--- config.mk ---
export PLATFORM = sky130hd
export DESIGN_NAME = debug_command_interpreter
export DESIGN_NICKNAME = d
export VERILOG_FILES = /design/src/dbg_cmd_pkg.sv /design/src/cycle_counter.sv /design/src/debug_command_interpreter.sv
export SDC_FILE = /design/constraint.sdc
export NUM_CORES = 1
export LEC_CHECK = 0
export BUFFER_PORTS_ARGS = -buffer_cell sky130_fd_sc_hd__buf_2
export CAP_MARGIN = 20
export CORE_MARGIN = 1.5
export CORE_UTILIZATION = 44
export DETAILED_ROUTE_END_ITERATION = 7
export PLACE_DENSITY_LB_ADDON = 0.15
export SLEW_MARGIN = 15
export SYNTH_ARGS = -nofsm -noshare
export SYNTH_HDL_FRONTEND = slang
export SYNTH_SLANG_ARGS = --single-unit
export TNS_END_PERCENT = 1
--- constraint.sdc ---
create_clock -name clk_sys_i -period 2.23 [get_ports clk_sys_i]
set_clock_uncertainty 0.2 [all_clocks]
set_input_delay 0.446 -clock clk_sys_i [delete_from_list [all_inputs] [get_ports clk_sys_i]]
set_output_delay 0.446 -clock clk_sys_i [all_outputs]
set_load 0.05 [all_outputs]
--- src/dbg_cmd_pkg.sv ---
package dbg_cmd_pkg;
    // command bytes
    localparam logic [7:0] CMD_REV_RD = 8'h00;
    localparam logic [7:0] CMD_STAT_RD = 8'h02;
    localparam logic [7:0] CMD_CNT_RD = 8'h03;
    localparam logic [7:0] CMD_CTL_WR = 8'h04;
    localparam logic [7:0] CMD_CTL_RD = 8'h05;
    localparam logic [7:0] CMD_PC_WR = 8'h06;
    localparam logic [7:0] CMD_PC_RD = 8'h07;
    localparam logic [7:0] CMD_REG_WR = 8'h08;
    localparam logic [7:0] CMD_REG_RD = 8'h09;
    localparam logic [7:0] CMD_PMEM_WR = 8'h0A;
    localparam logic [7:0] CMD_PMEM_RD = 8'h0B;
    localparam logic [7:0] CMD_DMEM_WR = 8'h0C;
    localparam logic [7:0] CMD_DMEM_RD = 8'h0D;
    localparam logic [7:0] CMD_CRC_RD = 8'h0E;
    localparam logic [7:0] CMD_STEP = 8'h10;
    localparam logic [7:0] CMD_STUFF = 8'h11;
    localparam logic [7:0] CMD_EXEC = 8'h12;
    // control register fields and reset value
    localparam int CTL_DEBUG_STATE_BIT = 7;
    localparam logic [7:0] CTL_RESET = 8'h00;
    // status register field positions
    localparam int STAT_DEBUG_BIT = 7;
    localparam int STAT_HALT_BIT = 6;
    localparam int STAT_PROT_BIT = 5;
    // counter limits and fixed values
    localparam logic [15:0] CNT_START = 16'h0000;
    localparam logic [15:0] CNT_MAX = 16'hFFFF;
    localparam logic [15:0] PC_BLOCKED = 16'hFFFF;
    // revision, arbitrary value
    localparam logic [15:0] REVISION_DEFAULT = 16'h0100;
    // flash control register address and the mass-erase code, plain defaults
    localparam logic [11:0] FLASH_CTL_ADDR = 12'hFF8;
    localparam logic [11:0] FLASH_LAST_ADDR = 12'hFFF;
    localparam logic [7:0] FLASH_MASS_ERASE = 8'h63;
    // break length on error, in characters
    localparam logic [2:0] BREAK_CHARS = 3'h4;
    typedef enum logic [3:0] {
        ST_CMD, ST_ARG, ST_RDHI, ST_RDLO, ST_REG_AHI, ST_REG_ALO, ST_REG_SIZE, ST_REG_DATA, ST_BREAK
    } dbg_state_t;
endpackage

--- src/cycle_counter.sv ---
// runtime counter: clears on leaving debug state, saturates, holds in debug state
module cycle_counter (
    input wire logic clk_sys_i,
    input wire logic nrst_i,
    input wire logic debug_state_i,
    input wire logic clobber_i,
    input wire logic [15:0] clobber_val_i,
    output logic [15:0] count_o
);
    import dbg_cmd_pkg::*;
    logic [15:0] count_r;
    logic [15:0] count_nxt;
    logic debug_d_r;
    wire leaving = debug_d_r && !debug_state_i;
    wire at_max = (count_r == CNT_MAX);
    // restart on leaving debug, stick at the top, let commands overwrite it
    assign count_nxt = clobber_i ? clobber_val_i :
                       leaving ? CNT_START :
                       (!debug_state_i && !at_max) ? count_r + 16'h0001 : count_r;
    always_ff @(posedge clk_sys_i or negedge nrst_i) begin
        if (!nrst_i) begin
            count_r <= CNT_START;
            debug_d_r <= 1'b0;
        end else begin
            count_r <= count_nxt;
            debug_d_r <= debug_state_i;
        end
    end
    assign count_o = count_r;
endmodule

--- src/debug_command_interpreter.sv ---
//
// Behaviour
// RULE_01: outside debug state only revision, status, control write and read are accepted
// RULE_02: in debug state all commands work unless read protection restricts some; the code does nothing for 09H to 12H
// RULE_03: 00H returns major revision byte then minor revision byte
// RULE_04: 02H returns the status register byte
// RULE_05: 16-bit cycle counter from 0000H saturating at FFFFH; 03H returns high then low
// RULE_06: memory, register, step, stuff and execute commands may overwrite the counter
// RULE_07: 04H takes one following byte into the control register
// RULE_08: with protection, control writes may set bit 7 but never clear it
// RULE_09: 05H returns the control register byte
// RULE_10: 06H takes two bytes, high first, into the program counter
// RULE_11: program counter write is dropped outside debug state or with protection
// RULE_12: 07H returns the program counter high byte then low byte
// RULE_13: program counter read gives FFFFH outside debug state or with protection; the code drops 07H outside debug state with no reply
// RULE_14: register write moves 1 to 256 bytes; size 0 means 256
// RULE_15: register write outside debug state consumes bytes but writes nothing
// RULE_16: with protection, register writes reach only flash control registers
// RULE_17: with protection, only mass erase may enter the flash control register
// RULE_18: with protection, protected commands are disabled
// RULE_19: host sends address high nibble, address low, size, then data
// RULE_20: each byte is framed start, eight data bits lsb first, stop
// RULE_21: break, framing error or collision aborts command and sends four-character break
// RULE_22: reserved command bytes are ignored without reply
// RULE_23: first byte is a command; exactly its argument bytes follow
module debug_command_interpreter (
    input wire logic clk_sys_i,
    input wire logic nrst_i,
    // receiver side: bytes already deframed
    input wire logic rx_valid_i,
    input wire logic [7:0] rx_data_i,
    input wire logic rx_error_i,
    // transmitter side
    output logic tx_valid_o,
    output logic [7:0] tx_data_o,
    input wire logic tx_ready_i,
    output logic tx_break_o,
    output logic [2:0] tx_break_chars_o,
    input wire logic tx_break_done_i,
    // device state
    input wire logic read_protect_option_i,
    input wire logic halt_i,
    input wire logic brk_set_i,
    input wire logic [15:0] pc_i,
    output logic pc_wr_o,
    output logic [15:0] pc_o,
    output logic reg_wr_o,
    output logic [11:0] reg_addr_o,
    output logic [7:0] reg_data_o,
    output logic [7:0] debugger_control_register_o,
    output logic debug_state_bit_o,
    output logic busy_o
);
    import dbg_cmd_pkg::*;

    ////////////////////////////////////////////////////////////////////////
    // synchronise the option pin, which comes from outside the clock domain
    logic prot_s1_r;
    logic prot_r;
    always_ff @(posedge clk_sys_i or negedge nrst_i) begin
        if (!nrst_i) begin
            prot_s1_r <= 1'b0;
            prot_r <= 1'b0;
        end else begin
            prot_s1_r <= read_protect_option_i;
            prot_r <= prot_s1_r;
        end
    end

    ////////////////////////////////////////////////////////////////////////
    // sequencer state and the bytes that a command carries
    dbg_state_t state_r;
    dbg_state_t state_nxt;
    logic [7:0] cmd_r;
    logic [7:0] ctl_r;
    logic [7:0] ctl_nxt;
    logic [7:0] arg_r;
    logic [15:0] rd_word_r;
    logic [11:0] addr_r;
    logic [8:0] left_r;  // bytes still to come; nine bits hold 256
    logic [7:0] tx_data_r;
    logic [15:0] count;

    wire in_debug = ctl_r[CTL_DEBUG_STATE_BIT];
    // status: debug, halt, and a 1 while protection is off
    wire [7:0] status = {in_debug, halt_i, ~prot_r, 5'h00};

    // the receiver reports framing faults on rx_error_i, so only clean bytes count
    wire rx_take = rx_valid_i && !rx_error_i;  // RULE_20
    // a ready that comes before the byte is offered must not skip it
    wire tx_take = tx_ready_i && tx_valid_o;

    ////////////////////////////////////////////////////////////////////////
    // one named decode per command byte except 0DH and 0EH; one range decode covers 10H to 12H
    wire is_rev = (rx_data_i == CMD_REV_RD);
    wire is_stat = (rx_data_i == CMD_STAT_RD);
    wire is_cnt = (rx_data_i == CMD_CNT_RD);
    wire is_ctl_wr = (rx_data_i == CMD_CTL_WR);
    wire is_ctl_rd = (rx_data_i == CMD_CTL_RD);
    wire is_pc_wr = (rx_data_i == CMD_PC_WR);
    wire is_pc_rd = (rx_data_i == CMD_PC_RD);
    wire is_reg_wr = (rx_data_i == CMD_REG_WR);
    wire is_reg_rd = (rx_data_i == CMD_REG_RD);
    wire is_pmem_wr = (rx_data_i == CMD_PMEM_WR);
    wire is_pmem_rd = (rx_data_i == CMD_PMEM_RD);
    wire is_dmem_wr = (rx_data_i == CMD_DMEM_WR);
    wire is_instr = (rx_data_i >= CMD_STEP) && (rx_data_i <= CMD_EXEC);

    ////////////////////////////////////////////////////////////////////////
    // command gating by debug state and protection
    wire normal_cmd = is_rev || is_stat || is_ctl_wr || is_ctl_rd;  // RULE_01
    // a protected pc read is not dropped: it answers all ones instead
    wire prot_cmd = is_pc_wr || is_reg_rd || is_pmem_wr || is_pmem_rd ||
                    is_dmem_wr || is_instr;  // RULE_18
    wire cmd_ok = normal_cmd || (in_debug && !(prot_r && prot_cmd));  // RULE_02
    // pc and register writes still consume their bytes when blocked,
    // otherwise their argument bytes would be decoded as fresh commands
    wire consumes = is_ctl_wr || is_pc_wr || is_reg_wr;  // RULE_15
    wire pc_block = !in_debug || prot_r;  // RULE_11 RULE_13
    wire [15:0] pc_val = pc_block ? PC_BLOCKED : pc_i;

    ////////////////////////////////////////////////////////////////////////
    // word latched for the reply; single-byte replies sit in the top half
    wire [15:0] rd_word = is_rev ? REVISION_DEFAULT :  // RULE_03
                          is_cnt ? count :  // RULE_05
                          is_pc_rd ? pc_val :  // RULE_12
                          is_stat ? {status, 8'h00} :  // RULE_04
                          {ctl_r, 8'h00};  // RULE_09
    wire two_byte = is_rev || is_cnt || is_pc_rd;
    wire one_byte = is_stat || is_ctl_rd;

    // protected control write may only set the debug state bit
    wire [7:0] ctl_wr = prot_r ? {ctl_r[CTL_DEBUG_STATE_BIT] | rx_data_i[CTL_DEBUG_STATE_BIT],
                                  rx_data_i[6:0]} : rx_data_i;  // RULE_08

    // register write filters
    // under protection only the flash window takes data, and its control register only mass erase
    wire flash_addr = (addr_r >= FLASH_CTL_ADDR) && (addr_r <= FLASH_LAST_ADDR);
    wire reg_allow = in_debug && (!prot_r || (flash_addr &&
                     (addr_r != FLASH_CTL_ADDR || rx_data_i == FLASH_MASS_ERASE)));  // RULE_16 RULE_17
    wire reg_do = (state_r == ST_REG_DATA) && rx_take && reg_allow;

    ////////////////////////////////////////////////////////////////////////
    // command sequencer: command byte, argument bytes, then reply bytes
    always_comb begin
        state_nxt = state_r;
        ctl_nxt = ctl_r;
        case (state_r)
            ST_CMD: begin
                if (rx_take && cmd_ok) begin  // RULE_23
                    if (two_byte) state_nxt = ST_RDHI;
                    else if (one_byte) state_nxt = ST_RDLO;
                    else if (rx_data_i == CMD_REG_WR) state_nxt = ST_REG_AHI;
                    else if (rx_data_i == CMD_CTL_WR || rx_data_i == CMD_PC_WR) state_nxt = ST_ARG;
                end else if (rx_take && consumes) begin
                    state_nxt = (rx_data_i == CMD_REG_WR) ? ST_REG_AHI : ST_ARG;  // RULE_15
                end
                // anything else, reserved codes included, is dropped  RULE_22
            end
            ST_ARG: begin
                if (rx_take) begin
                    if (cmd_r == CMD_CTL_WR) begin
                        ctl_nxt = ctl_wr;  // RULE_07
                        state_nxt = ST_CMD;
                    end else if (left_r[0]) begin
                        state_nxt = ST_CMD;  // RULE_10
                    end
                end
            end
            // reply bytes leave one at a time as the transmitter takes them
            ST_RDHI: begin
                if (tx_take) state_nxt = ST_RDLO;
            end
            ST_RDLO: begin
                if (tx_take) state_nxt = ST_CMD;
            end
            // register write header: address nibble, address low, size
            ST_REG_AHI: begin
                if (rx_take) state_nxt = ST_REG_ALO;  // RULE_19
            end
            ST_REG_ALO: begin
                if (rx_take) state_nxt = ST_REG_SIZE;
            end
            ST_REG_SIZE: begin
                if (rx_take) state_nxt = ST_REG_DATA;
            end
            // the last data byte returns to command decode
            ST_REG_DATA: begin
                if (rx_take && left_r == 9'h001) state_nxt = ST_CMD;
            end
            // hold the break until the transmitter reports all four characters sent
            ST_BREAK: begin
                if (tx_break_done_i) state_nxt = ST_CMD;
            end
            default: state_nxt = ST_CMD;
        endcase
        // errors on the line abort whatever is running
        if (rx_error_i) state_nxt = ST_BREAK;  // RULE_21
        // a breakpoint in the same cycle as a control write still wins the debug bit
        if (brk_set_i) ctl_nxt[CTL_DEBUG_STATE_BIT] = 1'b1;
    end

    // the control register resets to normal operation
    always_ff @(posedge clk_sys_i or negedge nrst_i) begin
        if (!nrst_i) begin
            state_r <= ST_CMD;
            ctl_r <= CTL_RESET;
        end else begin
            state_r <= state_nxt;
            ctl_r <= ctl_nxt;
        end
    end

    ////////////////////////////////////////////////////////////////////////
    // argument and reply holding registers
    always_ff @(posedge clk_sys_i or negedge nrst_i) begin
        if (!nrst_i) begin
            cmd_r <= 8'h00;
            arg_r <= 8'h00;
            rd_word_r <= 16'h0000;
            addr_r <= 12'h000;
            left_r <= 9'h000;
        end else if (state_r == ST_CMD && rx_take) begin
            // a fresh command clears the byte count left by the last one
            cmd_r <= rx_data_i;
            rd_word_r <= rd_word;
            left_r <= 9'h000;
        end else if (rx_take) begin
            case (state_r)
                ST_ARG: begin
                    arg_r <= rx_data_i;
                    left_r <= 9'h001;
                end
                // the upper address nibble arrives first; the rest of that byte is ignored
                ST_REG_AHI: addr_r <= {rx_data_i[3:0], 8'h00};
                ST_REG_ALO: addr_r <= {addr_r[11:8], rx_data_i};
                ST_REG_SIZE: left_r <= (rx_data_i == 8'h00) ? 9'h100 : {1'b0, rx_data_i};  // RULE_14
                // each data byte goes to the next register address
                ST_REG_DATA: begin
                    left_r <= left_r - 9'h001;
                    addr_r <= addr_r + 12'h001;
                end
                default: left_r <= left_r;
            endcase
        end
    end

    ////////////////////////////////////////////////////////////////////////
    // write strobes to the processor and register file; data from flops
    wire pc_do = (state_r == ST_ARG) && rx_take && left_r[0] && cmd_r == CMD_PC_WR && !pc_block;
    // strobes last one cycle; the value outputs hold until the next write
    always_ff @(posedge clk_sys_i or negedge nrst_i) begin
        if (!nrst_i) begin
            pc_wr_o <= 1'b0;
            pc_o <= 16'h0000;
            reg_wr_o <= 1'b0;
            reg_addr_o <= 12'h000;
            reg_data_o <= 8'h00;
        end else begin
            pc_wr_o <= pc_do;  // RULE_11
            if (pc_do) pc_o <= {arg_r, rx_data_i};  // RULE_10
            reg_wr_o <= reg_do;  // RULE_15 RULE_16
            if (reg_do) begin
                reg_addr_o <= addr_r;
                reg_data_o <= rx_data_i;
            end
        end
    end

    ////////////////////////////////////////////////////////////////////////
    // reply byte, high byte first; single-byte replies keep it in the top half
    assign tx_data_r = (state_r == ST_RDHI) ? rd_word_r[15:8] :
                       (cmd_r == CMD_STAT_RD || cmd_r == CMD_CTL_RD) ? rd_word_r[15:8] : rd_word_r[7:0];
    always_ff @(posedge clk_sys_i or negedge nrst_i) begin
        if (!nrst_i) tx_data_o <= 8'h00;
        else tx_data_o <= tx_data_r;
    end
    // valid waits one cycle so the flopped data has settled
    logic tx_arm_r;
    always_ff @(posedge clk_sys_i or negedge nrst_i) begin
        if (!nrst_i) tx_arm_r <= 1'b0;
        else tx_arm_r <= (state_nxt == ST_RDHI || state_nxt == ST_RDLO) && state_nxt == state_r;
    end
    assign tx_valid_o = tx_arm_r && (state_r == ST_RDHI || state_r == ST_RDLO);

    // break request holds until the transmitter reports it done
    assign tx_break_o = (state_r == ST_BREAK);  // RULE_21
    assign tx_break_chars_o = BREAK_CHARS;

    // state that the rest of the device watches
    assign debugger_control_register_o = ctl_r;
    assign debug_state_bit_o = in_debug;
    assign busy_o = (state_r != ST_CMD);

    ////////////////////////////////////////////////////////////////////////
    // register writes and program counter writes restart the counter from zero
    wire clobber = reg_do || pc_do;  // RULE_06
    cycle_counter u_cycle_counter (
        .clk_sys_i(clk_sys_i),
        .nrst_i(nrst_i),
        .debug_state_i(in_debug),
        .clobber_i(clobber),
        .clobber_val_i(CNT_START),
        .count_o(count)  // RULE_05
    );
endmodule

==> reports/metrics.csv, run 1 <==
stage;metric;value;unit
status;status;completed;
yosys;synth_enable_flop_cells;0;
sta;setup_viol;0;
critical_path;slowest_delay;0.48;ns
final_layout;finalNonFillerCells;1030;
yosys;yosys_warnings;0;
drt;vias;5719;
sta;worst_slew_pin_slew;0.6035;ns
hold_path;hp-class;input port to register;
critical_path;required;1.58;ns
clock_network;tritoncts;done;
final_layout;multi_input_area;2988;um2
grt;grt_pass1_wl;27850;um
final_layout;most-common-layout-cells;nand2_1 (130), dfrtp_1 (128), buf_2 (87);
drt;drc;0;
clock_network;clk_latency;0.42;ns
final_layout;area_growth;30.07;%
final_layout;fin_area;8373;um2
power;seq_power_share;40.3;%
grt;grt_max_degree;37;
sta;slew_viol_final;0;
placed_design;routabilityCongestion;0.9237;
drt;dr.first_iter.drc_count;284;
power;p_comb_share;9.4;%
yosys;synth_cell_type_count;63;
sta;fmax;0.4585;GHz
floorplan;die_x;124.0;um
drt;ant_nets;0;
clock_network;root_buffer;clkbuf_16;
critical_path;cp-end-kind;output port;
placed_design;place_area;7559;um2
drt;firstDrtPassIters;5;
floorplan;pin_count;94;
grt;grt-ovfl-total;0;
floorplan;die-area;15360;um2
power;netSwitchingPower;1.512;mW
sta;rsz0062_at_grt;true;
grt;antenna_found_initial;0;
final_layout;antenna_cells;0;
power;p_sw_share;23.72;%
yosys;synth_area;6437;um2
power;peakVddDrop;0.0005906;V
sta;maxSlewHeadroom;58.73;%
final_layout;fillerInstances;1272;
power;p_leak;4.054;nW
yosys;yosys_most_used_dff;dfrtp_1;
final_layout;drive_gt1_share;30.85;%
drt;wl_per_cell;17.16;um
final_layout;final_common_cell;nand2_1;
floorplan;core_area;14420;um2
placed_design;port_buffers;90;
job;drv_cap;0;
yosys;synth-seq-cells;131;
critical_path;arrival;1.54;ns
floorplan;die_h;124.0;um
floorplan;start_util;44.63;%
drt;via_per_inst;5.552;
critical_path;cp_max_fo;6;
yosys;synthCells;685;
critical_path;path_cells;nor2_4, and3_1, buf_4;
final_layout;layout.nets;871;
critical_path;critical-path-top-delay-family;flip-flops;
power;power_density;761.3;nW/um2
critical_path;slowest_stage;dfrtp_1;
sta;finalCritPeriodShare;97.80;%
placed_design;place_hpwl;12560;um
power;power.share.clock;50.3;%
power;p_int;4.862;mW
placed_design;dp.cells;993;
yosys;ys_seq_area_share;50.92;%
drt;wl;17680;um
critical_path;path_class;register to output port;
clock_network;cts_made_buffers;17;
clock_network;cts.path.max_buffers;2;
grt;grt_pass1_vias;5387;
sta;worst_slack;0.04897;ns
sta;period_needed;2.181;ns
critical_path;cp.buffers_inverters;1;
clock_network;clk_pin_slew_worst_paths;0.06;ns
final_layout;seqCellArea;3282;um2
floorplan;std_cell_rows;44;
yosys;synthArstFlopShare;100.0;%
clock_network;cts.sinks;131;
yosys;syn_avg_cell_area;9.398;um2
sta;final_hold_viol_count;0;
grt;grtUsageTotal;24.31;%
clock_network;h-tree-depth;4;
placed_design;place_ws;-0.1011;ns
critical_path;start_kind;register;
## final timing paths
path / start / endpoint / slack (ns) / cells after the start
min: brk_set_i / debugger_control_register_o[7]$_DFFE_PN0P_ / 0.03 / 2
min in group asynchronous: nrst_i / tx_data_o[3]$_DFF_PN0_ / 0.30 / 2
min reg2reg: prot_s1_r$_DFF_PN0_ / prot_r$_DFF_PN0_ / 0.15 / 0
max in group asynchronous: nrst_i / arg_r[1]$_DFFE_PN0P_ / 0.83 / 3
max: state_r[3]$_DFF_PN0_ / tx_valid_o / 0.05 / 3
max reg2reg: left_r[1]$_DFFE_PN0P_ / tx_arm_r$_DFF_PN0_ / 0.05 / 8
## area by class of cell
| class | count | area share [%] |
|---|---|---|
| flip-flops and latches | 131 | 39.20 |
| multi-input cells | 499 | 35.68 |
| repair buffers | 170 | 13.58 |
| clock buffers | 20 | 5.454 |
| well taps | 184 | 2.750 |
| clock inverters | 12 | 2.705 |
| inverters | 14 | 0.6276 |
## power groups by stage
stage / sequential [mW] / combinational [mW] / clock, mW
6_report: 2.57 / 0.597 / 3.21
5_1_grt: 2.59 / 0.650 / 3.36
4_1_cts: 2.57 / 0.601 / 3.26
3_5_place_dp: 2.61 / 0.593 / 0
3_3_place_gp: 2.61 / 0.586 / 0
2_1_floorplan: 2.72 / 0.236 / 0
## kinds of logic (layout without fill, tap and decap cells)
| logic type | count (synthesis) | count (layout) | share of synthesized area, % |
|---|---|---|---|
| AOI/OAI and AO/OA | 153 | 153 | 14.33 |
| and+or+nand+nor | 284 | 284 | 20.84 |
| DFF | 131 | 131 | 50.92 |
| muxes | 42 | 42 | 7.308 |
| adders and majority gates | 5 | 5 | 0.9718 |
| buffers and inverters | 56 | 216 | 3.887 |
| other | 2 | 3 | 0.1167 |
| xor gates and xnor gates | 12 | 12 | 1.633 |
## cells in the mapped netlist (3+ instances only)
cell / count / share of area (%)
xnor2_1: 3 / 0.41
nand2_1: 131 / 7.6
nor4_1: 5 / 0.49
o21a_1: 3 / 0.35
o21ai_0: 60 / 4.7
nor4b_1: 3 / 0.41
nand4_1: 8 / 0.78
mux2_2: 38 / 6.6
clkbuf_1: 27 / 1.6
ha_1: 5 / 0.97
a22oi_1: 7 / 0.82
a32oi_1: 3 / 0.41
inv_1: 14 / 0.82
xor2_1: 9 / 1.2
a311oi_1: 3 / 0.41
nand3_1: 22 / 1.7
a31oi_1: 15 / 1.5
buf_4: 4 / 0.47
nand2b_1: 7 / 0.68
nor3_1: 18 / 1.4
nor2_1: 52 / 3.0
a21oi_1: 33 / 2.6
buf_2: 8 / 0.62
nor2b_1: 8 / 0.78
a211oi_1: 7 / 0.82
o211ai_1: 4 / 0.47
and3_1: 9 / 0.87
dfrtp_1: 131 / 51
## sequential cells by signal (all words and copies together), names as in the netlist
signal and cells:
debugger_control_register_o 8, arg_r 8, prot_s1_r 1, reg_wr_o 1
prot_r 1, tx_arm_r 1, pc_o 16, left_r 9
u_cycle_counter.count_o 16, reg_data_o 8, pc_wr_o 1, addr_r 12
tx_data_o 8, rd_word_r 16, state_r 4, u_cycle_counter.debug_d_r 1
cmd_r 8, reg_addr_o 12
## what timing repair did
| item | in CTS | in global routing |
|---|---|---|
| pin swaps | 1 | 6 |
| hold buffers | 2 | 0 |
| endpoints found under the setup margin | 4 | 33 |
| setup buffers | 0 | 3 |
| hold endpoints to repair | 26 | 0 |
| resized for setup | 7 | 14 |
## stage by stage
step           utilization (%)  TNS (ns)  power, mW  hold WS [ns]
2_1_floorplan                -   -0.3576      2.959      -0.04959
3_3_place_gp             52.40   -0.5824      3.193        0.1378
3_5_place_dp             52.40    -1.144      3.203        0.1394
4_1_cts                  57.53         0      6.432       0.01708
5_1_grt                  58.05  -0.07146      6.596       0.02666
6_report                 58.05         0      6.374       0.02532
## routing by layer
metal | up-vias | part of all wire (%) | track usage (%)
met5 | - | 0 | 0
li1 | 2714 | - | -
met3 | 25 | 6.3 | 5.540
met4 | 0 | 1.8 | 9.162
met1 | 2767 | 46 | 34.18
met2 | 213 | 46 | 36.74
Note: power is estimated with default switching activity, not from simulation.
==> run 2, diff against run 1 <==
ABC_AREA = 1   (was unset)
==> run 2 against run 1 <==
- sequential cell count is the same
- utilization decreased by 3.1 points
- combinational power is 88% higher
- largest power group is now sequential cells
- power is 2.8% higher
==> reports/metrics.csv, run 2 <==
stage;metric;value;unit;change
status;status;completed;;
drt;dr.first_iter.drc_count;575;;+100%
drt;via_per_inst;5.187;;-6.6%
clock_network;cts.path.max_buffers;2;;unchanged
yosys;yosys_most_used_dff;dfrtp_1;;
final_layout;final_common_cell;nand2_1;;
yosys;syn_avg_cell_area;8.056;um2;-14%
yosys;synth-adder-area-share;0.9278;%;-0.044 points
yosys;synth_area_leaders;dfrtp_1 (49%), nand2_1 (10%), o21ai_0 (7.6%);;
power;peakVddDrop;0.0005264;V;-11%
yosys;synth_area;6743;um2;+4.7%
drt;wl_met3;955;um;-15%
critical_path;cp.buffers_inverters;2;;+1
sta;rsz0062_at_grt;true;;
sta;maxSlewHeadroom;50.15;%;-8.6 points
final_layout;area_growth;22.88;%;
floorplan;die-area;16080;um2;+4.6%
yosys;synthCells;837;;+22%
sta;slew_viol_final;0;;unchanged
critical_path;start_kind;register;;
power;netSwitchingPower;1.891;mW;+25%
drt;wl_per_cell;15.56;um;-9.3%
sta;fmax;0.4558;GHz;-0.59%
yosys;yosys_warnings;0;;unchanged
yosys;synth_top_area_share;48.62;%;-2.3 points
yosys;synth.most_common_cell;nand2_1;;
floorplan;die_x;126.8;um;+2.3%
grt;grt_pass1_wl;30080;um;+8.0%
clock_network;cts_made_buffers;17;;unchanged
yosys;synth_enable_flop_cells;0;;unchanged
critical_path;path_depth;5;;+2
drt;drc;0;;unchanged
critical_path;cp-end-kind;output port;;
sta;worst_slew_pin_slew;0.7477;ns;+0.1442 ns
yosys;synth-seq-cells;131;;unchanged
drt;maxUsedRoutingLayer;met5;;
placed_design;place_area;7622;um2;+0.84%
clock_network;clk_latency;0.42;ns;about the same
drt;ant_nets;0;;unchanged
sta;setup_viol;0;;unchanged
yosys;ys_seq_area_share;48.62;%;-2.3 points
power;seq_power_share;42.4;%;+2.1 points
final_layout;antenna_cells;0;;unchanged
placed_design;place_ws;0.06230;ns;+0.1634 ns
placed_design;port_buffers;90;;unchanged
yosys;synth_compound_area_share;16.59;%;+2.3 points
critical_path;path_class;register to output port;;
sta;fin_tns_setup;0;ns;unchanged
placed_design;routabilityCongestion;0.9218;;-0.21%
final_layout;fin_area;8285;um2;-1.0%
final_layout;most-common-layout-cells;nand2_1 (180), dfrtp_1 (128), o21ai_0 (103);;
yosys;synthTopCellsByCount;nand2_1 (182), dfrtp_1 (131), o21ai_0 (103);;
drt;vias;6038;;+5.6%
grt;grtUsageTotal;24.16;%;-0.16 points
critical_path;reg2reg_depth;13;;+5
sta;final_hold_viol_count;0;;unchanged
floorplan;std_cell_rows;45;;+2.3%
critical_path;slowest_delay;0.45;ns;-0.03 ns
drt;firstDrtPassIters;6;;+1
grt;antenna_found_initial;1;;+1
yosys;synthArstFlopShare;100.0;%;unchanged
drt;wl;18110;um;+2.5%
floorplan;start_util;44.68;%;+0.054 points
power;p_leak;4.152;nW;+2.4%
power;p_int;4.664;mW;-4.1%
sta;worst_slack;0.03593;ns;-0.01304 ns
power;power;6.556;mW;+2.8%
critical_path;cp_max_fo;4;;-2
critical_path;arrival;1.55;ns;about the same
clock_network;cts.sinks;131;;unchanged
power;power_density;791.2;nW/um2;+3.9%
placed_design;place_hpwl;13470;um;+7.2%
sta;period_needed;2.194;ns;+0.01304 ns
yosys;synth_top_family_by_area;simple AND/OR/NAND/NOR gates;;
final_layout;layout.nets;1003;;+15%
critical_path;path_cells;nor2_4, buf_4, nand2_1, nor2_2, buf_6;;
hold_path;min_delay_path_depth;2;;unchanged
yosys;synth_cell_type_count;42;;-33%
grt;grt_pass1_vias;5685;;+5.5%
hold_path;hp-class;input port to register;;
critical_path;slowest_stage;dfrtp_2;;
clock_network;tritoncts;done;;
grt;grt_max_degree;51;;+38%
power;p_comb_share;17.1;%;+7.7 points
clock_network;h-tree-depth;4;;unchanged
floorplan;die_h;126.8;um;+2.3%
power;p_sw_share;28.85;%;+5.1 points
yosys;synth_mux_area_share;0.1670;%;-7.1 points
critical_path;required;1.58;ns;about the same
clock_network;clk_pin_slew_worst_paths;0.05;ns;about the same
yosys;yosysTopAreaCell;dfrtp_1;;
yosys;synth-xor-area-share;0.9093;%;-0.72 points
power;power.share.clock;40.5;%;-9.8 points
critical_path;critical-path-top-delay-family;flip-flops;;
final_layout;drive_gt1_share;24.18;%;-6.7 points
drt;met2_length;7721;um;-4.4%
grt;grt-ovfl-total;0;;unchanged
floorplan;pin_count;94;;unchanged
drt;drt-met1-wl;9129;um;+12%
yosys;synth-simple-area-share;24.10;%;+3.3 points
clock_network;root_buffer;clkbuf_16;;
sta;finalCritPeriodShare;98.39;%;+0.58 points
floorplan;core_area;15090;um2;+4.6%
job;drv_cap;0;;unchanged
==> run 2: cell count changes in the layout (fill, tap and decap cells not counted), sizes merged, moves of 5 or more <==
cell / before / now
nor2b: 8 / 0
buf: 168 / 136
nand3: 23 / 33
clkbuf: 20 / 25
nor2: 53 / 71
inv: 15 / 105
o22ai: 1 / 14
and3: 9 / 0
nand2b: 7 / 0
nand2: 131 / 201
o21ai: 61 / 140
mux2: 40 / 1
a211oi: 7 / 0
a31oi: 15 / 3
==> run 2: through the flow <==
step / hold slack (ns) / utilization (%) / cells
after global placement: 0.1330 / 50.51 / 1129
after detailed placement: 0.1371 / 50.51 / 1129
after floorplan: -0.04959 / - / 838
after CTS: 0.01143 / 54.53 / 1162
final: 0.01659 / 54.91 / 1164
after global routing: 0.01174 / 54.91 / 1164
==> run 2: area by class of cell <==
class	instances	area, um2
Timing Repair Buffer	138	874.6
Clock buffer	25	475.5
Multi-Input combinational cell	572	2947
Inverter	105	394.1
Sequential cell	131	3282
Tap cell	188	235.2
Fill cell	1457	6804
Clock inverter	5	77.57
==> run 2: what timing repair did <==
action                                  4_1_cts  5_1_grt
endpoints found under the setup margin        3       19
hold buffers                                  2        0
gates resized for setup                       8       13
pin swaps                                     1        5
buffers inserted                              1        2
hold endpoints to repair                     36        0
==> run 2: cells by family (layout without fill, tap and decap cells) <==
| family | Yosys count | after routing |
|---|---|---|
| AOI/OAI and AO/OA | 206 | 206 |
| xor gates and xnor gates | 7 | 7 |
| adders and majority gates | 5 | 5 |
| buffers and inverters | 135 | 273 |
| DFF | 131 | 131 |
| muxes | 1 | 1 |
| other | 2 | 3 |
| and+or+nand+nor | 350 | 350 |
==> run 2: layer usage <==
metal	vias up	track usage (%)
li1	3014	-
met1	2821	36.57
met2	176	34.91
met3	25	4.935
met4	2	7.086
met5	-	0
==> run 2: worst paths after layout <==
kind / slack (ns) / from / end
setup reg to reg: 0.16 / u_cycle_counter.count_o[0]$_DFFE_PN0P_ / u_cycle_counter.count_o[14]$_DFFE_PN0P_
hold / removal: 0.02 / rx_error_i / state_r[2]$_DFF_PN0_
max in group asynchronous: 0.96 / nrst_i / rd_word_r[4]$_DFFE_PN0P_
hold reg to reg: 0.15 / prot_s1_r$_DFF_PN0_ / prot_r$_DFF_PN0_
setup / recovery: 0.04 / state_r[2]$_DFF_PN0_ / tx_valid_o
min in group asynchronous: 0.29 / nrst_i / reg_data_o[7]$_DFFE_PN0P_
==> run 2: power groups by stage <==
stage | clock, mW | sequential [mW] | combinational, mW
2_1_floorplan | 0 | 2.92 | 0.621
3_3_place_gp | 0 | 2.81 | 1.09
3_5_place_dp | 0 | 2.81 | 1.10
4_1_cts | 2.70 | 2.78 | 1.12
5_1_grt | 2.82 | 2.81 | 1.27
6_report | 2.65 | 2.78 | 1.12
==> run 3, diff against run 2 <==
PLACE_DENSITY_LB_ADDON = unset   (was 0.15)
SLEW_MARGIN = unset   (was 15)
clock period = 2.8 ns   (was 2.23 ns; I/O delays follow)
==> run 3 against run 2 <==
- setup slack gained 0.16 ns
- sequential power down 20%
- sequential share of layout area up 1.4 points
- largest power group is now the clock network
- register-to-register slack improved by 0.35 ns
- first-iteration DRC count shrank 19%
- critical path type unchanged
==> reports/metrics.csv, run 3 (synthesized netlist as in run 2, its figures left out) <==
stage;metric;value;unit;change
sta;final_hold_viol_count;0;;unchanged
clock_network;root_buffer;clkbuf_16;;
placed_design;port_buffers;90;;unchanged
power;p_leak;4.015;nW;-3.3%
sta;worst_slack;0.1968;ns;+0.1609 ns
final_layout;final_common_cell;nand2_1;;
grt;grt_pass1_vias;5481;;-3.6%
clock_network;cts.path.max_buffers;2;;unchanged
clock_network;cts_hold_buf;1;;-1
drt;vias;5926;;-1.9%
critical_path;start_kind;register;;
final_layout;finalNonFillerCells;1130;;-2.9%
drt;wl;17800;um;-1.8%
critical_path;cp-end-kind;output port;;
hold_path;min_delay_path_depth;1;;-1
sta;rsz0062_at_grt;false;;
final_layout;area_growth;18.41;%;
placed_design;dp.cells;1101;;-2.5%
hold_path;min-delay-start;read_protect_option_i;;
clock_network;tritoncts;done;;
power;peakVddDrop;0.0005049;V;-4.1%
drt;via_per_inst;5.244;;+1.1%
placed_design;place_ws;0.3066;ns;+0.2443 ns
sta;setup_viol;0;;unchanged
floorplan;die-area;16080;um2;unchanged
final_layout;antenna_cells;0;;unchanged
drt;dr.first_iter.drc_count;463;;-19%
grt;antenna_found_initial;0;;-1
sta;maxSlewHeadroom;62.29;%;+12 points
placed_design;routabilityCongestion;0.8980;;-2.6%
clock_network;clk_latency;0.42;ns;about the same
grt;grt_max_degree;49;;-3.9%
final_layout;fillerInstances;1489;;+2.2%
floorplan;std_cell_rows;45;;unchanged
floorplan;pin_count;94;;unchanged
clock_network;cts.sinks;131;;unchanged
critical_path;cp_max_fo;9;;+5
drt;drc;0;;unchanged
drt;firstDrtPassIters;5;;-1
sta;slew_viol_final;0;;unchanged
clock_network;clk_pin_slew_worst_paths;0.05;ns;about the same
floorplan;core_area;15090;um2;unchanged
hold_path;hold_end;prot_s1_r$_DFF_PN0_;;
hold_path;hp-class;input port to register;;
critical_path;required;2.04;ns;+0.46 ns
critical_path;worstReg2RegEnd;u_cycle_counter.count_o[2]$_DFFE_PN0P_;;
clock_network;h-tree-depth;4;;unchanged
final_layout;multi_input_area;2890;um2;-1.9%
sta;fin_tns_setup;0;ns;unchanged
power;power_density;664.6;nW/um2;-16%
grt;grtUsageTotal;23.35;%;-0.81 points
grt;grt_pass1_wl;28970;um;-3.7%
final_layout;drive_gt1_share;20.59;%;-3.6 points
placed_design;place_hpwl;13130;um;-2.5%
final_layout;seqCellArea;3278;um2;-0.11%
critical_path;arrival;1.84;ns;+0.29 ns
critical_path;reg2reg_from;u_cycle_counter.count_o[0]$_DFFE_PN0P_;;
sta;worst_slew_pin_slew;0.5605;ns;-0.1872 ns
clock_network;post_cts_buffers;0;;-1
final_layout;most-common-layout-cells;nand2_1 (182), dfrtp_1 (131), o21ai_0 (103);;
final_layout;layout.nets;972;;-3.1%
floorplan;start_util;44.68;%;unchanged
drt;ant_nets;0;;unchanged
critical_path;rrSetupSlack;0.51;ns;+0.35 ns
floorplan;die_x;126.8;um;unchanged
job;drv_cap;0;;unchanged
status;status;completed;;
sta;finalCritPeriodShare;92.97;%;
critical_path;reg2reg_depth;13;;unchanged
floorplan;die_h;126.8;um;unchanged
critical_path;path_class;register to output port;;
sta;fmax;0.3841;GHz;
sta;period_needed;2.603;ns;
clock_network;cts_made_buffers;17;;unchanged
clock_network;cts.repair.resized;0;;-8
grt;grt-ovfl-total;0;;unchanged
drt;wl_per_cell;15.75;um;+1.2%
[run 3: power by group]
part,switching [mW],total [mW],internal (mW)
clock network,0.769,2.23,1.47
logic,0.601,0.856,0.255
registers,0.129,2.22,2.09
[run 3: worst max-delay path by stage]
stage,from,end,slack [ns],cells after the start
detailed placement,rx_data_i[3],reg_data_o[1]$_DFFE_PN0P_,0.31,12
global placement,rx_error_i,addr_r[5]$_DFFE_PN0P_,0.37,8
global route,state_r[0]$_DFF_PN0_,tx_break_o,0.08,4
CTS,state_r[0]$_DFF_PN0_,tx_break_o,0.18,4
floorplan,state_r[0]$_DFF_PN0_,tx_arm_r$_DFF_PN0_,0.17,9
finish,state_r[0]$_DFF_PN0_,tx_break_o,0.20,4
[run 3: per-stage QoR]
step	cell area, um2	hold WS [ns]	utilization, %	power [mW]
5_1_grt	7984	0.02965	52.91	5.546
6_report	7984	0.04423	52.91	5.306
4_1_cts	7976	0.02885	52.86	5.346
3_3_place_gp	7380	0.1367	48.91	3.083
2_1_floorplan	6746	0.06441	-	2.820
3_5_place_dp	7380	0.1387	48.91	3.091
[run 3: layout make-up]
type	instances	area share [%]
Multi-Input combinational cell	572	36.20
Sequential cell	131	41.06
Timing Repair Buffer	107	7.507
Clock inverter	5	1.285
Tap cell	188	2.946
Inverter	105	4.937
Clock buffer	22	6.065
[run 3: per-layer routing]
layer | GRT usage [%] | wire length [um] | vias to the layer above
met1 | 34.96 | 8951 | 2771
met5 | 0 | 0 | -
met2 | 33.72 | 7576 | 185
met4 | 8.088 | 348 | 0
li1 | - | - | 2947
met3 | 4.639 | 920 | 23
[run 3: critical path: stages (launching register included)]
cell and delay (ns):
dfrtp_1 0.51, nor2_1 0.22, inv_1 0.13, nor3_1 0.24
buf_2 0.32
